File: src/adc_flags_consts.svh
// Offsets, field positions, reset values and launch codes of the converter status flags.
// Function
// - Primary ready sets on conversion or calibration done.
// - Primary ready clears directly or by a mode write that launches the primary converter.
// - Set primary ready locks result and coefficient writes.
// - Auxiliary ready mirrors primary ready for auxiliary converter.
// - Calibration flag sets when calibration finishes.
// - Calibration flag clears only on launching mode write.
// - Missing reference flag sets on bad reference.
// - Reference check runs only while a converter active.
// - Missing external reference forces results to ones.
// - Missing reference flag clears on valid reference.
// - Primary error sets when stored result clamped.
// - Primary error flags calibration that skipped coefficients.
// - Primary error clears on a mode write that launches the primary converter.
// - Auxiliary error mirrors primary error for auxiliary.
`ifndef ADC_FLAGS_CONSTS_SVH
`define ADC_FLAGS_CONSTS_SVH

// Byte offsets of the register words on the bus.
`define OFS_STATUS 12'h000
`define OFS_MODE 12'h004
`define OFS_CTRL 12'h008
`define OFS_IRQ_STAT 12'h00C
`define OFS_IRQ_MASK 12'h010
`define OFS_PRI_RES 12'h014
`define OFS_AUX_RES 12'h018

// Bit positions inside the converter status register.
`define BIT_PRI_RDY 7
`define BIT_AUX_RDY 6
`define BIT_CAL 5
`define BIT_NOREF 4
`define BIT_PRI_ERR 3
`define BIT_AUX_ERR 2

// Bit positions inside the mode register.
`define BIT_PRI_EN 5
`define BIT_AUX_EN 4
`define MODE_MSB 2

// Lowest mode code that launches a conversion or calibration.
`define MODE_FIRST_RUN 3'h2

// Bit position of the external reference select in the control register.
`define BIT_EXT_REF 0

// Reset values.
`define RST_STATUS 8'h00
`define RST_MODE 8'h00
`define RST_MASK 6'h00

`endif

File: src/adc_flags_pkg.sv
// Types shared by the converter status flag logic.
package adc_flags_pkg;

   // Events reported by one converter datapath, each a one-cycle pulse.
   typedef struct packed {
      logic conv_done; // A conversion finished and its result is on result_in.
      logic cal_done; // A calibration cycle finished.
      logic clamped; // The finished conversion result hit all zeros or all ones.
      logic cal_fault; // The finished calibration could not produce coefficients.
   } conv_evt_s;

   // Whole state of the top level.
   typedef struct packed {
      logic cal; // Calibration complete flag.
      logic noref; // Missing reference flag.
      logic [5:0] irq_stat; // Sticky interrupt causes, same layout as status bits 7 to 2.
      logic [5:0] irq_mask; // Interrupt enables.
      logic [7:0] mode; // Mode register.
      logic ext_ref; // External reference selected.
      logic [31:0] rdata; // Read data presented in the access phase.
      logic slverr; // Error answer for the current access.
      logic [5:0] flags_q; // Flags of the previous cycle, for set-edge detection.
   } top_state_s;

   // State of the two-flop synchroniser.
   typedef struct packed {
      logic meta;
      logic sync;
   } sync_state_s;

endpackage : adc_flags_pkg

File: src/pin_sync2.sv
// Two-flop synchroniser for one level coming from a pin.
`timescale 1ns/1ns
module pin_sync2 (
   // Clock and reset.
   input wire logic clk_in,
   input wire logic arst_n_in,
   // Level in and out.
   input wire logic level_in,
   output logic level_out
);

   adc_flags_pkg::sync_state_s st_ff; // Registered state.
   adc_flags_pkg::sync_state_s nxt_st; // Next state.

   // The first stage feeds only the second stage, so metastability never reaches logic.
   always_comb begin
      nxt_st.meta = level_in;
      nxt_st.sync = st_ff.meta;
   end

   // State register.
   always_ff @(posedge clk_in or negedge arst_n_in) begin
      if (!arst_n_in) begin
         st_ff <= '0;
      end else begin
         st_ff <= nxt_st;
      end
   end

   assign level_out = st_ff.sync;

endmodule : pin_sync2

File: src/conv_flag_unit.sv
// Ready flag, error flag and locked result register of one converter.
`timescale 1ns/1ns
module conv_flag_unit #(
   parameter int RES_W = 16
) (
   // Clock and reset.
   input wire logic clk_in,
   input wire logic arst_n_in,
   // Datapath events and result.
   input wire adc_flags_pkg::conv_evt_s evt_in,
   input wire logic [RES_W-1:0] result_in,
   // Control from the register block.
   input wire logic start_in,
   input wire logic clear_ready_in,
   input wire logic force_ones_in,
   // Flags, stored result and coefficient write strobe.
   output logic ready_out,
   output logic error_out,
   output logic [RES_W-1:0] result_out,
   output logic coef_we_out
);

   // Whole state of the unit.
   typedef struct packed {
      logic ready;
      logic error;
      logic [RES_W-1:0] result;
   } unit_state_s;

   unit_state_s st_ff; // Registered state.
   unit_state_s nxt_st; // Next state.
   logic accept; // Datapath may write results and coefficients.
   logic conv_take; // A conversion result is stored this cycle.
   logic cal_take; // A calibration outcome is taken this cycle.
   logic err_set; // Error flag set condition.

   // Flag and result update; a set always wins over a clear arriving with it.
   always_comb begin
      nxt_st = st_ff;
      accept = !st_ff.ready;
      conv_take = evt_in.conv_done && accept;
      cal_take = evt_in.cal_done && accept;
      // A forced result counts as a clamped one, because the reader sees all ones either way.
      err_set = (conv_take && (evt_in.clamped || force_ones_in)) || (cal_take && evt_in.cal_fault);
      if (conv_take) begin
         nxt_st.result = force_ones_in ? {RES_W{1'b1}} : result_in;
      end
      if (evt_in.conv_done || evt_in.cal_done) begin
         nxt_st.ready = 1'b1;
      end else if (start_in || clear_ready_in) begin
         nxt_st.ready = 1'b0;
      end
      if (err_set) begin
         nxt_st.error = 1'b1;
      end else if (start_in) begin
         nxt_st.error = 1'b0;
      end
   end

   // State register.
   always_ff @(posedge clk_in or negedge arst_n_in) begin
      if (!arst_n_in) begin
         st_ff <= '0;
      end else begin
         st_ff <= nxt_st;
      end
   end

   assign ready_out = st_ff.ready;
   assign error_out = st_ff.error;
   assign result_out = st_ff.result;
   // Coefficients are written only by a calibration that is accepted and fault free.
   assign coef_we_out = cal_take && !evt_in.cal_fault;

   a_result_locked: assert property (@(posedge clk_in) disable iff (!arst_n_in)
      st_ff.ready |=> $stable(st_ff.result)) else $error("result changed while ready set");
   a_coef_locked: assert property (@(posedge clk_in) disable iff (!arst_n_in)
      coef_we_out |-> !st_ff.ready && !evt_in.cal_fault) else $error("coefficient write while locked");
   a_ready_sets: assert property (@(posedge clk_in) disable iff (!arst_n_in)
      (evt_in.conv_done || evt_in.cal_done) |=> st_ff.ready) else $error("ready did not set");
   a_error_clears: assert property (@(posedge clk_in) disable iff (!arst_n_in)
      (start_in && !err_set) |=> !st_ff.error) else $error("error did not clear on launch");
   a_error_sets: assert property (@(posedge clk_in) disable iff (!arst_n_in)
      (evt_in.conv_done && !st_ff.ready && evt_in.clamped) |=> st_ff.error && st_ff.ready)
      else $error("clamped result did not flag error");

endmodule : conv_flag_unit

File: src/adc_status_flags.sv
// Converter status register with APB access, mode launch decode and interrupt.
//
// The APB register port and the register offsets were decided locally.
`timescale 1ns/1ns
`include "adc_flags_consts.svh"
module adc_status_flags #(
   parameter int RES_W = 16
) (
   // Clock and reset.
   input wire logic clk_in,
   input wire logic arst_n_in,
   // APB slave.
   input wire logic psel_in,
   input wire logic penable_in,
   input wire logic pwrite_in,
   input wire logic [11:0] paddr_in,
   input wire logic [31:0] pwdata_in,
   output logic [31:0] prdata_out,
   output logic pready_out,
   output logic pslverr_out,
   // Primary converter datapath.
   input wire adc_flags_pkg::conv_evt_s pri_evt_in,
   input wire logic [RES_W-1:0] pri_result_in,
   input wire logic pri_active_in,
   output logic pri_start_out,
   output logic pri_coef_we_out,
   output logic [RES_W-1:0] pri_result_out,
   // Auxiliary converter datapath.
   input wire adc_flags_pkg::conv_evt_s aux_evt_in,
   input wire logic [RES_W-1:0] aux_result_in,
   input wire logic aux_active_in,
   output logic aux_start_out,
   output logic aux_coef_we_out,
   output logic [RES_W-1:0] aux_result_out,
   // Reference detector pin, high while a reference input is floating or too low.
   input wire logic ref_bad_in,
   // Mode register value and interrupt.
   output logic [7:0] mode_out,
   output logic irq_out
);

   adc_flags_pkg::top_state_s st_ff; // Registered state.
   adc_flags_pkg::top_state_s nxt_st; // Next state.

   logic ref_bad_sync; // Reference detector after synchronisation.
   logic setup; // APB setup cycle.
   logic wr_acc; // Write taking effect at this edge.
   logic [7:0] wr_byte; // Low byte of the write data.
   logic launch; // Mode write with a running mode code.
   logic pri_start; // Launch of the primary converter.
   logic aux_start; // Launch of the auxiliary converter.
   logic pri_clr; // Direct clear of the primary ready flag.
   logic aux_clr; // Direct clear of the auxiliary ready flag.
   logic any_active; // At least one converter enabled and running.
   logic force_ones; // Results must read as all ones.
   logic pri_rdy; // Primary ready flag.
   logic aux_rdy; // Auxiliary ready flag.
   logic pri_err; // Primary error flag.
   logic aux_err; // Auxiliary error flag.
   logic [7:0] status; // Assembled converter status register.
   logic [5:0] flags; // Status bits 7 to 2.
   logic [5:0] flag_rise; // Flags that became set this cycle.
   logic [31:0] rd_mux; // Read data for the address in the setup cycle.
   logic rd_miss; // Setup address maps to no register.

   // The reference detector is asynchronous to the core clock.
   pin_sync2 u_ref_sync (
      .clk_in(clk_in),
      .arst_n_in(arst_n_in),
      .level_in(ref_bad_in),
      .level_out(ref_bad_sync)
   );

   // Primary converter flags and result.
   conv_flag_unit #(
      .RES_W(RES_W)
   ) u_pri (
      .clk_in(clk_in),
      .arst_n_in(arst_n_in),
      .evt_in(pri_evt_in),
      .result_in(pri_result_in),
      .start_in(pri_start),
      .clear_ready_in(pri_clr),
      .force_ones_in(force_ones),
      .ready_out(pri_rdy),
      .error_out(pri_err),
      .result_out(pri_result_out),
      .coef_we_out(pri_coef_we_out)
   );

   // Auxiliary converter flags and result, same behaviour as the primary.
   conv_flag_unit #(
      .RES_W(RES_W)
   ) u_aux (
      .clk_in(clk_in),
      .arst_n_in(arst_n_in),
      .evt_in(aux_evt_in),
      .result_in(aux_result_in),
      .start_in(aux_start),
      .clear_ready_in(aux_clr),
      .force_ones_in(force_ones),
      .ready_out(aux_rdy),
      .error_out(aux_err),
      .result_out(aux_result_out),
      .coef_we_out(aux_coef_we_out)
   );

   // Bus decode and launch decode.
   // A write takes effect only at the access edge, so the launch pulse is one cycle wide.
   always_comb begin
      setup = psel_in && !penable_in;
      wr_acc = psel_in && penable_in && pwrite_in && !st_ff.slverr;
      wr_byte = pwdata_in[7:0];
      launch = wr_acc && (paddr_in == `OFS_MODE) && (wr_byte[`MODE_MSB:0] >= `MODE_FIRST_RUN);
      pri_start = launch && wr_byte[`BIT_PRI_EN];
      aux_start = launch && wr_byte[`BIT_AUX_EN];
      // Only the two ready bits accept a direct clear; a one clears them.
      pri_clr = wr_acc && (paddr_in == `OFS_STATUS) && wr_byte[`BIT_PRI_RDY];
      aux_clr = wr_acc && (paddr_in == `OFS_STATUS) && wr_byte[`BIT_AUX_RDY];
   end

   // Status assembly.
   // The reference check runs only while a converter is enabled and running, because an idle
   // front end leaves the reference pins undriven and would report a false fault.
   always_comb begin
      any_active = (st_ff.mode[`BIT_PRI_EN] && pri_active_in) || (st_ff.mode[`BIT_AUX_EN] && aux_active_in);
      force_ones = st_ff.noref && st_ff.ext_ref;
      status = `RST_STATUS;
      status[`BIT_PRI_RDY] = pri_rdy;
      status[`BIT_AUX_RDY] = aux_rdy;
      status[`BIT_CAL] = st_ff.cal;
      status[`BIT_NOREF] = st_ff.noref;
      status[`BIT_PRI_ERR] = pri_err;
      status[`BIT_AUX_ERR] = aux_err;
      // Bits 1 and 0 keep their zero from the reset value and have no storage.
      flags = status[7:2];
      flag_rise = flags & ~st_ff.flags_q;
   end

   // Read multiplexer, evaluated in the setup cycle.
   always_comb begin
      rd_mux = 32'h0000_0000;
      rd_miss = 1'b0;
      unique case (paddr_in)
         `OFS_STATUS: begin
            rd_mux[7:0] = status;
         end
         `OFS_MODE: begin
            rd_mux[7:0] = st_ff.mode;
         end
         `OFS_CTRL: begin
            rd_mux[`BIT_EXT_REF] = st_ff.ext_ref;
         end
         `OFS_IRQ_STAT: begin
            rd_mux[7:2] = st_ff.irq_stat;
         end
         `OFS_IRQ_MASK: begin
            rd_mux[7:2] = st_ff.irq_mask;
         end
         `OFS_PRI_RES: begin
            rd_mux[RES_W-1:0] = pri_result_out;
         end
         `OFS_AUX_RES: begin
            rd_mux[RES_W-1:0] = aux_result_out;
         end
         default: begin
            rd_miss = 1'b1;
         end
      endcase
   end

   // Next state of the register block.
   always_comb begin
      nxt_st = st_ff;
      nxt_st.flags_q = flags;
      // Read data and the error answer are captured in the setup cycle for the access cycle.
      if (setup) begin
         nxt_st.rdata = rd_mux;
         nxt_st.slverr = rd_miss;
      end
      // Calibration complete; a finish in the launch cycle wins over the clear.
      if (pri_evt_in.cal_done || aux_evt_in.cal_done) begin
         nxt_st.cal = 1'b1;
      end else if (launch) begin
         nxt_st.cal = 1'b0;
      end
      // Missing reference follows the detector while active and holds otherwise.
      if (any_active) begin
         nxt_st.noref = ref_bad_sync;
      end
      // Register writes.
      if (wr_acc && (paddr_in == `OFS_MODE)) begin
         nxt_st.mode = wr_byte;
      end
      if (wr_acc && (paddr_in == `OFS_CTRL)) begin
         nxt_st.ext_ref = wr_byte[`BIT_EXT_REF];
      end
      if (wr_acc && (paddr_in == `OFS_IRQ_MASK)) begin
         nxt_st.irq_mask = wr_byte[7:2];
      end
      // Sticky causes: a write of one clears, a new rise in the same cycle still sets.
      if (wr_acc && (paddr_in == `OFS_IRQ_STAT)) begin
         nxt_st.irq_stat = st_ff.irq_stat & ~wr_byte[7:2];
      end
      nxt_st.irq_stat = nxt_st.irq_stat | flag_rise;
   end

   // State register.
   always_ff @(posedge clk_in or negedge arst_n_in) begin
      if (!arst_n_in) begin
         st_ff <= '0;
         st_ff.mode <= `RST_MODE;
         st_ff.irq_mask <= `RST_MASK;
      end else begin
         st_ff <= nxt_st;
      end
   end

   // Outputs; the bus always answers in the first access cycle.
   assign prdata_out = st_ff.rdata;
   assign pready_out = psel_in && penable_in;
   assign pslverr_out = psel_in && penable_in && st_ff.slverr;
   assign pri_start_out = pri_start;
   assign aux_start_out = aux_start;
   assign mode_out = st_ff.mode;
   assign irq_out = |(st_ff.irq_stat & st_ff.irq_mask);

   // Calibration flag is set one cycle after any calibration finishes.
   a_cal_sets: assert property (@(posedge clk_in) disable iff (!arst_n_in)
      (pri_evt_in.cal_done || aux_evt_in.cal_done) |=> st_ff.cal) else $error("calibration flag not set");

   // Calibration flag falls only after a launching mode write.
   a_cal_clear_cause: assert property (@(posedge clk_in) disable iff (!arst_n_in)
      (st_ff.cal && !nxt_st.cal) |-> launch) else $error("calibration flag cleared without launch");

   // Missing reference flag stays put while both converters are idle.
   a_noref_idle: assert property (@(posedge clk_in) disable iff (!arst_n_in)
      !any_active |=> $stable(st_ff.noref)) else $error("reference flag moved while idle");

   // A bad reference seen by the synchroniser while active shows in the flag next cycle.
   a_noref_sets: assert property (@(posedge clk_in) disable iff (!arst_n_in)
      (any_active && ref_bad_sync) |=> st_ff.noref) else $error("reference flag not set");

   // A valid reference while active clears the flag next cycle.
   a_noref_clears: assert property (@(posedge clk_in) disable iff (!arst_n_in)
      (any_active && !ref_bad_sync) |=> !st_ff.noref) else $error("reference flag not cleared");

   // Stored primary results are all ones when forced.
   a_force_ones: assert property (@(posedge clk_in) disable iff (!arst_n_in)
      (force_ones && pri_evt_in.conv_done && !pri_rdy) |=> (pri_result_out == {RES_W{1'b1}}))
      else $error("result not forced to ones");

   // A launching write to the primary clears its ready flag unless a finish coincides.
   a_ready_launch: assert property (@(posedge clk_in) disable iff (!arst_n_in)
      (pri_start && !pri_evt_in.conv_done && !pri_evt_in.cal_done) |=> !pri_rdy)
      else $error("primary ready not cleared by launch");

   // A direct clear of the auxiliary ready flag works like the primary one.
   a_aux_ready_clear: assert property (@(posedge clk_in) disable iff (!arst_n_in)
      (aux_clr && !aux_evt_in.conv_done && !aux_evt_in.cal_done) |=> !aux_rdy)
      else $error("auxiliary ready not cleared");

   // Auxiliary error sets on a failed auxiliary calibration.
   a_aux_error: assert property (@(posedge clk_in) disable iff (!arst_n_in)
      (aux_evt_in.cal_done && aux_evt_in.cal_fault && !aux_rdy) |=> aux_err && !aux_coef_we_out)
      else $error("auxiliary calibration fault not flagged");

   // Reserved status bits read zero in every read answer.
   a_reserved_zero: assert property (@(posedge clk_in) disable iff (!arst_n_in)
      (pready_out && !pwrite_in && paddr_in == `OFS_STATUS) |-> (prdata_out[1:0] == 2'h0))
      else $error("reserved bits not zero");

   // The interrupt follows the masked causes.
   a_irq_level: assert property (@(posedge clk_in) disable iff (!arst_n_in)
      $rose(st_ff.irq_stat[5]) && st_ff.irq_mask[5] |-> irq_out) else $error("interrupt not raised");

endmodule : adc_status_flags

File: config.mk
export PLATFORM = sky130hd
export DESIGN_NAME = adc_status_flags
export DESIGN_NICKNAME = d
export VERILOG_FILES = /design/src/adc_flags_pkg.sv /design/src/pin_sync2.sv /design/src/conv_flag_unit.sv /design/src/adc_status_flags.sv
export VERILOG_INCLUDE_DIRS = /design/src
export SDC_FILE = /design/constraint.sdc
export NUM_CORES = 1
export LEC_CHECK = 0
export BUFFER_PORTS_ARGS = -buffer_cell sky130_fd_sc_hd__clkbuf_2
export CAP_MARGIN = 25
export CORE_MARGIN = 2
export CORE_UTILIZATION = 50
export DETAILED_ROUTE_END_ITERATION = 12
export GPL_ROUTABILITY_DRIVEN = 0
export PLACE_DENSITY = 0.83
export SLEW_MARGIN = 5
export SYNTH_ARGS = -nofsm -noshare
export SYNTH_HDL_FRONTEND = slang
export SYNTH_HIERARCHICAL = 1
export SYNTH_SLANG_ARGS = --single-unit
File: constraint.sdc
create_clock -name clk_in -period 5.72 [get_ports clk_in]
set_input_delay 1.144 -clock clk_in [delete_from_list [all_inputs] [get_ports clk_in]]
set_output_delay 1.144 -clock clk_in [all_outputs]
set_load 0.005 [all_outputs]
# Word level (Yosys, flattened, before mapping)
# Cells that the tools add are included.
[word_totals] regBits=84 input_bits=92 output_inout_bits=79 word_cells=100
[classes] magnitude_cmp=1 n_eq_ne=6 mux=18 bitwise=6 n_reduce_logical=52
[ops] operator="== test 12 x 5 -> 1 bit (second input constant)" count=3
[ops] operator="one-hot mux 6 bit (6 select lines)" count=1
[ops] operator="two-way mux 16 bit" count=2
[ops] operator="logical AND 1 bit" count=28
[ops] operator="== test 12 x 4 -> 1 bit (second input constant)" count=2
[ops] operator="bitwise AND 6 bit" count=3
[ops] operator="one-hot mux 8 bit (2 select lines)" count=1
[ops] operator="== test 12 x 3 -> 1 bit (second input constant)" count=1
[ops] operator="logical NOT 12 bit" count=1
[ops] operator="NOT 6 bit" count=2
[ops] operator="two-way mux 1 bit" count=11
[ops] operator="logical OR 1 bit" count=10
[ops] operator="nonzero test 2 bit" count=5
[ops] operator="OR reduction 7 bit" count=1
[ops] operator="logical NOT 1 bit" count=6
[ops] operator="two-way mux 6 bit" count=1
[ops] operator="bitwise OR 6 bit" count=1
[ops] operator="OR reduction 6 bit" count=1
[ops] operator="one-hot mux 1 bit (4 select lines)" count=1
[ops] operator=">= comparator 3 x 2 -> 1 bit (second input constant)" count=1
[ops] operator="one-hot mux 1 bit (3 select lines)" count=1

# Logic depth before layout (Yosys ltp)
[logic_depth] ltp_word=9 depth_mapped=7 ltp_nobuf=6

# Cells and area by module
# Netlist, hierarchy kept.
[by_module_without_submodules] mod="adc_status_flags" instances=1 cells_each=264 area_per_inst_um2=2695.1 seq_area_each_um2=1151.1
[by_module_without_submodules] mod="conv_flag_unit" instances=2 cells_each=78 area_per_inst_um2=824.5 seq_area_each_um2=450.4
[by_module_without_submodules] mod="pin_sync2" instances=1 cells_each=2 area_per_inst_um2=50.0 seq_area_each_um2=50.0

# Worst setup path after synthesis
# OpenSTA, ideal clock, no wires.
[synth_path] kind="input to output" from="in paddr_in[9]" to="out aux_start_out" arrival_ns=2.374 t_required_ns=4.576 path_slack_ns=2.202 stages=5 path_buffers=1 path_cell_list="or4_4 > buf_6 > nor2_1 > o2111ai_1 > nor2_1"
[synth_between] elab_chain_cells=4
[synth_lines] element="from (decl)" line_no="adc_status_flags.sv:16" source="input wire logic [11:0] paddr_in,"
[synth_lines] element="== test 12 x 3 -> 1 bit"
[synth_lines] element="logical AND 1 bit (2 in a row)" line_no="adc_status_flags.sv:114" source="launch = wr_acc && (paddr_in == `OFS_MODE) && (wr_byte[`MODE_MSB:0] >= `MODE_FIRST_RUN);"
[synth_lines] element="logical AND 1 bit" line_no="adc_status_flags.sv:116" source="aux_start = launch && wr_byte[`BIT_AUX_EN];"
[synth_lines] element="to (decl)" line_no="adc_status_flags.sv:32" source="output logic aux_start_out,"
# No other way between the ends.

# Worst setup path in the final report
[layout_path] from="in paddr_in[9]" to="out pri_start_out"
[layout_between] elab_chain_cells=4
[layout_lines] element="== test 12 x 3 -> 1 bit"
[layout_lines] element="logical AND 1 bit (2 in a row)" line_no="adc_status_flags.sv:114"
[layout_lines] element="logical AND 1 bit" line_no="adc_status_flags.sv:115" source="pri_start = launch && wr_byte[`BIT_PRI_EN];"
[layout_lines] element="to (decl)" line_no="adc_status_flags.sv:25" source="output logic pri_start_out,"
# No other way between the ends.

==> results.json <==
{
  "min_path_type": "reg -> reg",
  "viasPerCell": 5.48,
  "ys_ff_latch": 84,
  "yosysSeqAreaShare_pct": 47.8,
  "clock_skew_ns": 0.0142,
  "ys_warn_count": 6,
  "grt_max_degree": 85,
  "status": "finished clean",
  "tritoncts": "yes",
  "worstSetupStartpointType": "input pin",
  "portBuffers": 130,
  "io_pins": 171,
  "cts_root_buf": "clkbuf_8",
  "diodes": 0,
  "ant_nets": 0,
  "ys_top_cells_by_area": "dfrtp_1, mux2i_1, buf_4",
  "ctsHtreeMaxLevel": 3,
  "yosys.area.top_type": "dfrtp_1",
  "crit_fanout": 7,
  "slew_headroom_pct": 41.3,
  "cts_setup_buffers": 0,
  "antenna_found_initial": 0,
  "fill_cells": 742,
  "worstPathCellList": "clkbuf_2 -> or4_4 -> nor2_1 -> o2111ai_1 -> nor2_1 -> clkbuf_2",
  "fp.dieW_microns": 97.7,
  "core_sq_um": 8640,
  "rsz0062_at_grt": "no",
  "area_delta_synth_final_pct": 15.5,
  "fin_crit_ns": 3.98,
  "max_freq_mhz": 251,
  "clkTransAtPathRegs_ns": 0.08,
  "tightestPinTransition_ns": 0.879,
  "drc": 0,
  "drive_above_1_share_pct": 32.8,
  "cts_buffers": 9,
  "holdWs_ns": 0.362,
  "synth_top_area_share_pct": 47.8,
  "leakage_nw": 2.57,
  "synth.distinct_cells": 51,
  "crit_path_top_delay_cell": "or4_4",
  "grt_pass1_vias": 3390,
  "start_util_pct": 50.9,
  "clock_sinks": 84,
  "rows": 34,
  "grt_first_pass_wirelength_microns": 17800,
  "p_per_area_nw_per_um2": 235,
  "max-clock-path-buffers": 2,
  "arrival_ns": 2.84,
  "finalSetupViolations": 0,
  "cp-end-kind": "output port",
  "syn_area_per_cell_sq_um": 10.4,
  "required_ns": 4.58,
  "design.die.area_sq_um": 9550,
  "clk_latency_ns": 0.36,
  "dr.pass1.iters": 5,
  "grt_overflow": 0,
  "cts_resized": 0,
  "whs_path_depth": 0,
  "grt.total_usage_pct": 23.3,
  "timing.final.crit_share_pct": 69.6,
  "hpwl_microns": 8250,
  "slew_violations": 0,
  "cpPeakStageDelay_ns": 0.61,
  "syn_area_sq_um": 4390,
  "synth_cells": 422,
  "setup_tns_ns": 0,
  "ir_worst_vdd_mv": 0.161,
  "num-nets-final": 615,
  "drt_iter0_markers": 271,
  "rr_worst_depth": 4,
  "critPathKind": "in -> out",
  "max_cap_violations": 0,
  "ctsHoldBuffers": 0,
  "die_h_microns": 97.7,
  "wl_per_cell_microns": 17.4,
  "final-hold-violation-count": 0,
  "wl_microns": 11100,
  "vias": 3483
}
-- layer usage --
layer  part of all wire [%]  up-vias  global-route usage, %
li1                       -     1594                      -
met1                     43     1660                   32.5
met2                     46      196                   35.8
met3                    7.8       33                   4.44
met4                    3.1        0                   10.4
met5                      0        -                      0
-- registers in the layout, indices dropped and copies added, names as in the netlist --
signal,count
st_ff,20
prdata_out,16
u_aux/result_out,16
u_pri/result_out,16
mode_out,8
flags,2
u_aux/error_out,1
u_aux/ready_out,1
u_pri/error_out,1
u_pri/ready_out,1
u_ref_sync/level_out,1
u_ref_sync/nxt_st,1
-- Yosys cell counts, drive strengths merged --
cell type  count
dfrtp         84
buf           52
inv           44
nor2          44
mux2i         40
nand2         17
mux2          16
a22oi         13
a22o          12
nand3         12
o21ai         10
clkbuf         8
nor2b          8
a31oi          5
nand2b         4
nor3b          4
a211o          3
a21oi          3
and2           3
and3           3
or2            3
or3            3
or4            3
a221o          2
a32oi          2
and3b          2
nor3           2
nor4           2
o2111ai        2
o22ai          2
o2bb2ai        2
o41ai          2
a211oi         1
a221oi         1
a222oi         1
and4           1
conb           1
nand3b         1
nand4b         1
o221ai         1
o31a           1
or4b           1
-- critical path: cells and delay by family --
kind	cells	cell delay [ns]
simple gates	3	1.17
buf+inv	2	0.24
compound gates	1	0.28
-- path summary, 6_finish.rpt --
check                                     start                   end  slack [ns]
min                        u_ref_sync/nxt_st[0]  u_ref_sync/level_out        0.36
min in group asynchronous             arst_n_in             st_ff[56]        0.69
max reg2reg                            st_ff[6]             st_ff[59]        3.69
min reg2reg                u_ref_sync/nxt_st[0]  u_ref_sync/level_out        0.36
max                                 paddr_in[9]         pri_start_out        1.74
max in group asynchronous             arst_n_in         prdata_out[4]        4.41
-- layout make-up --
cell class,instances,area (sq um),share of cell area [%]
inverters,44,165,3.25
multi-input cells,249,1750,34.5
well taps,108,135,2.66
clock buffers,12,135,2.66
repair buffers,135,739,14.6
clock inverters,4,50.0,0.986
flip-flops and latches,84,2100,41.4
-- stage by stage --
| stage | setup slack [ns] | instance area, sq um | utilization (%) | instances | total power [W] |
|---|---|---|---|---|---|
| 4_1_cts | 1.75 | 5020 | 58.1 | 633 | 0.00119 |
| 6_report | 1.74 | 5080 | 58.8 | 636 | 0.00119 |
| 5_1_grt | 1.67 | 5080 | 58.8 | 636 | 0.00124 |
| 3_5_place_dp | 1.77 | 4830 | 56.0 | 617 | 0.000787 |
| 3_3_place_gp | 1.84 | 4800 | 55.6 | 615 | 0.000781 |
| 2_1_floorplan | 2.20 | 4450 | - | 437 | 0.000719 |
-- power breakdown --
group | total, W | internal [W] | switching, W | leakage [nW]
registers | 0.000646 | 0.000620 | 0.0000261 | 0.981
clock network | 0.000411 | 0.000202 | 0.000209 | 0.0866
logic | 0.000133 | 0.0000600 | 0.0000734 | 1.50
total | 0.00119 | 0.000882 | 0.000308 | 2.57
-- cell usage in the layout (no fill, tap or decap), types with 3 or more instances in the layout --
cell type,count
nand3_1,12
clkbuf_1,3
nand2_1,17
or3_1,3
a22o_1,12
a211o_1,3
nor2_1,44
buf_8,3
mux2i_1,40
mux2_2,10
mux2_4,6
nor3b_1,4
nor2b_1,6
dfrtp_1,84
a31oi_1,5
clkbuf_8,10
a22oi_1,13
a21oi_1,3
inv_1,44
nand2b_1,4
o21ai_0,8
conb_1,16
and3_1,3
clkbuf_2,129
-- cells by family after synthesis --
family | Yosys count | synth area share, %
muxes | 56 | 13.7
and+or+nand+nor | 114 | 13.9
buffers and inverters | 104 | 13.8
AOI/OAI and AO/OA | 63 | 10.7
DFF | 84 | 47.8
other | 1 | 0.0853
No activity file was read; power rests on OpenSTA's default activity.
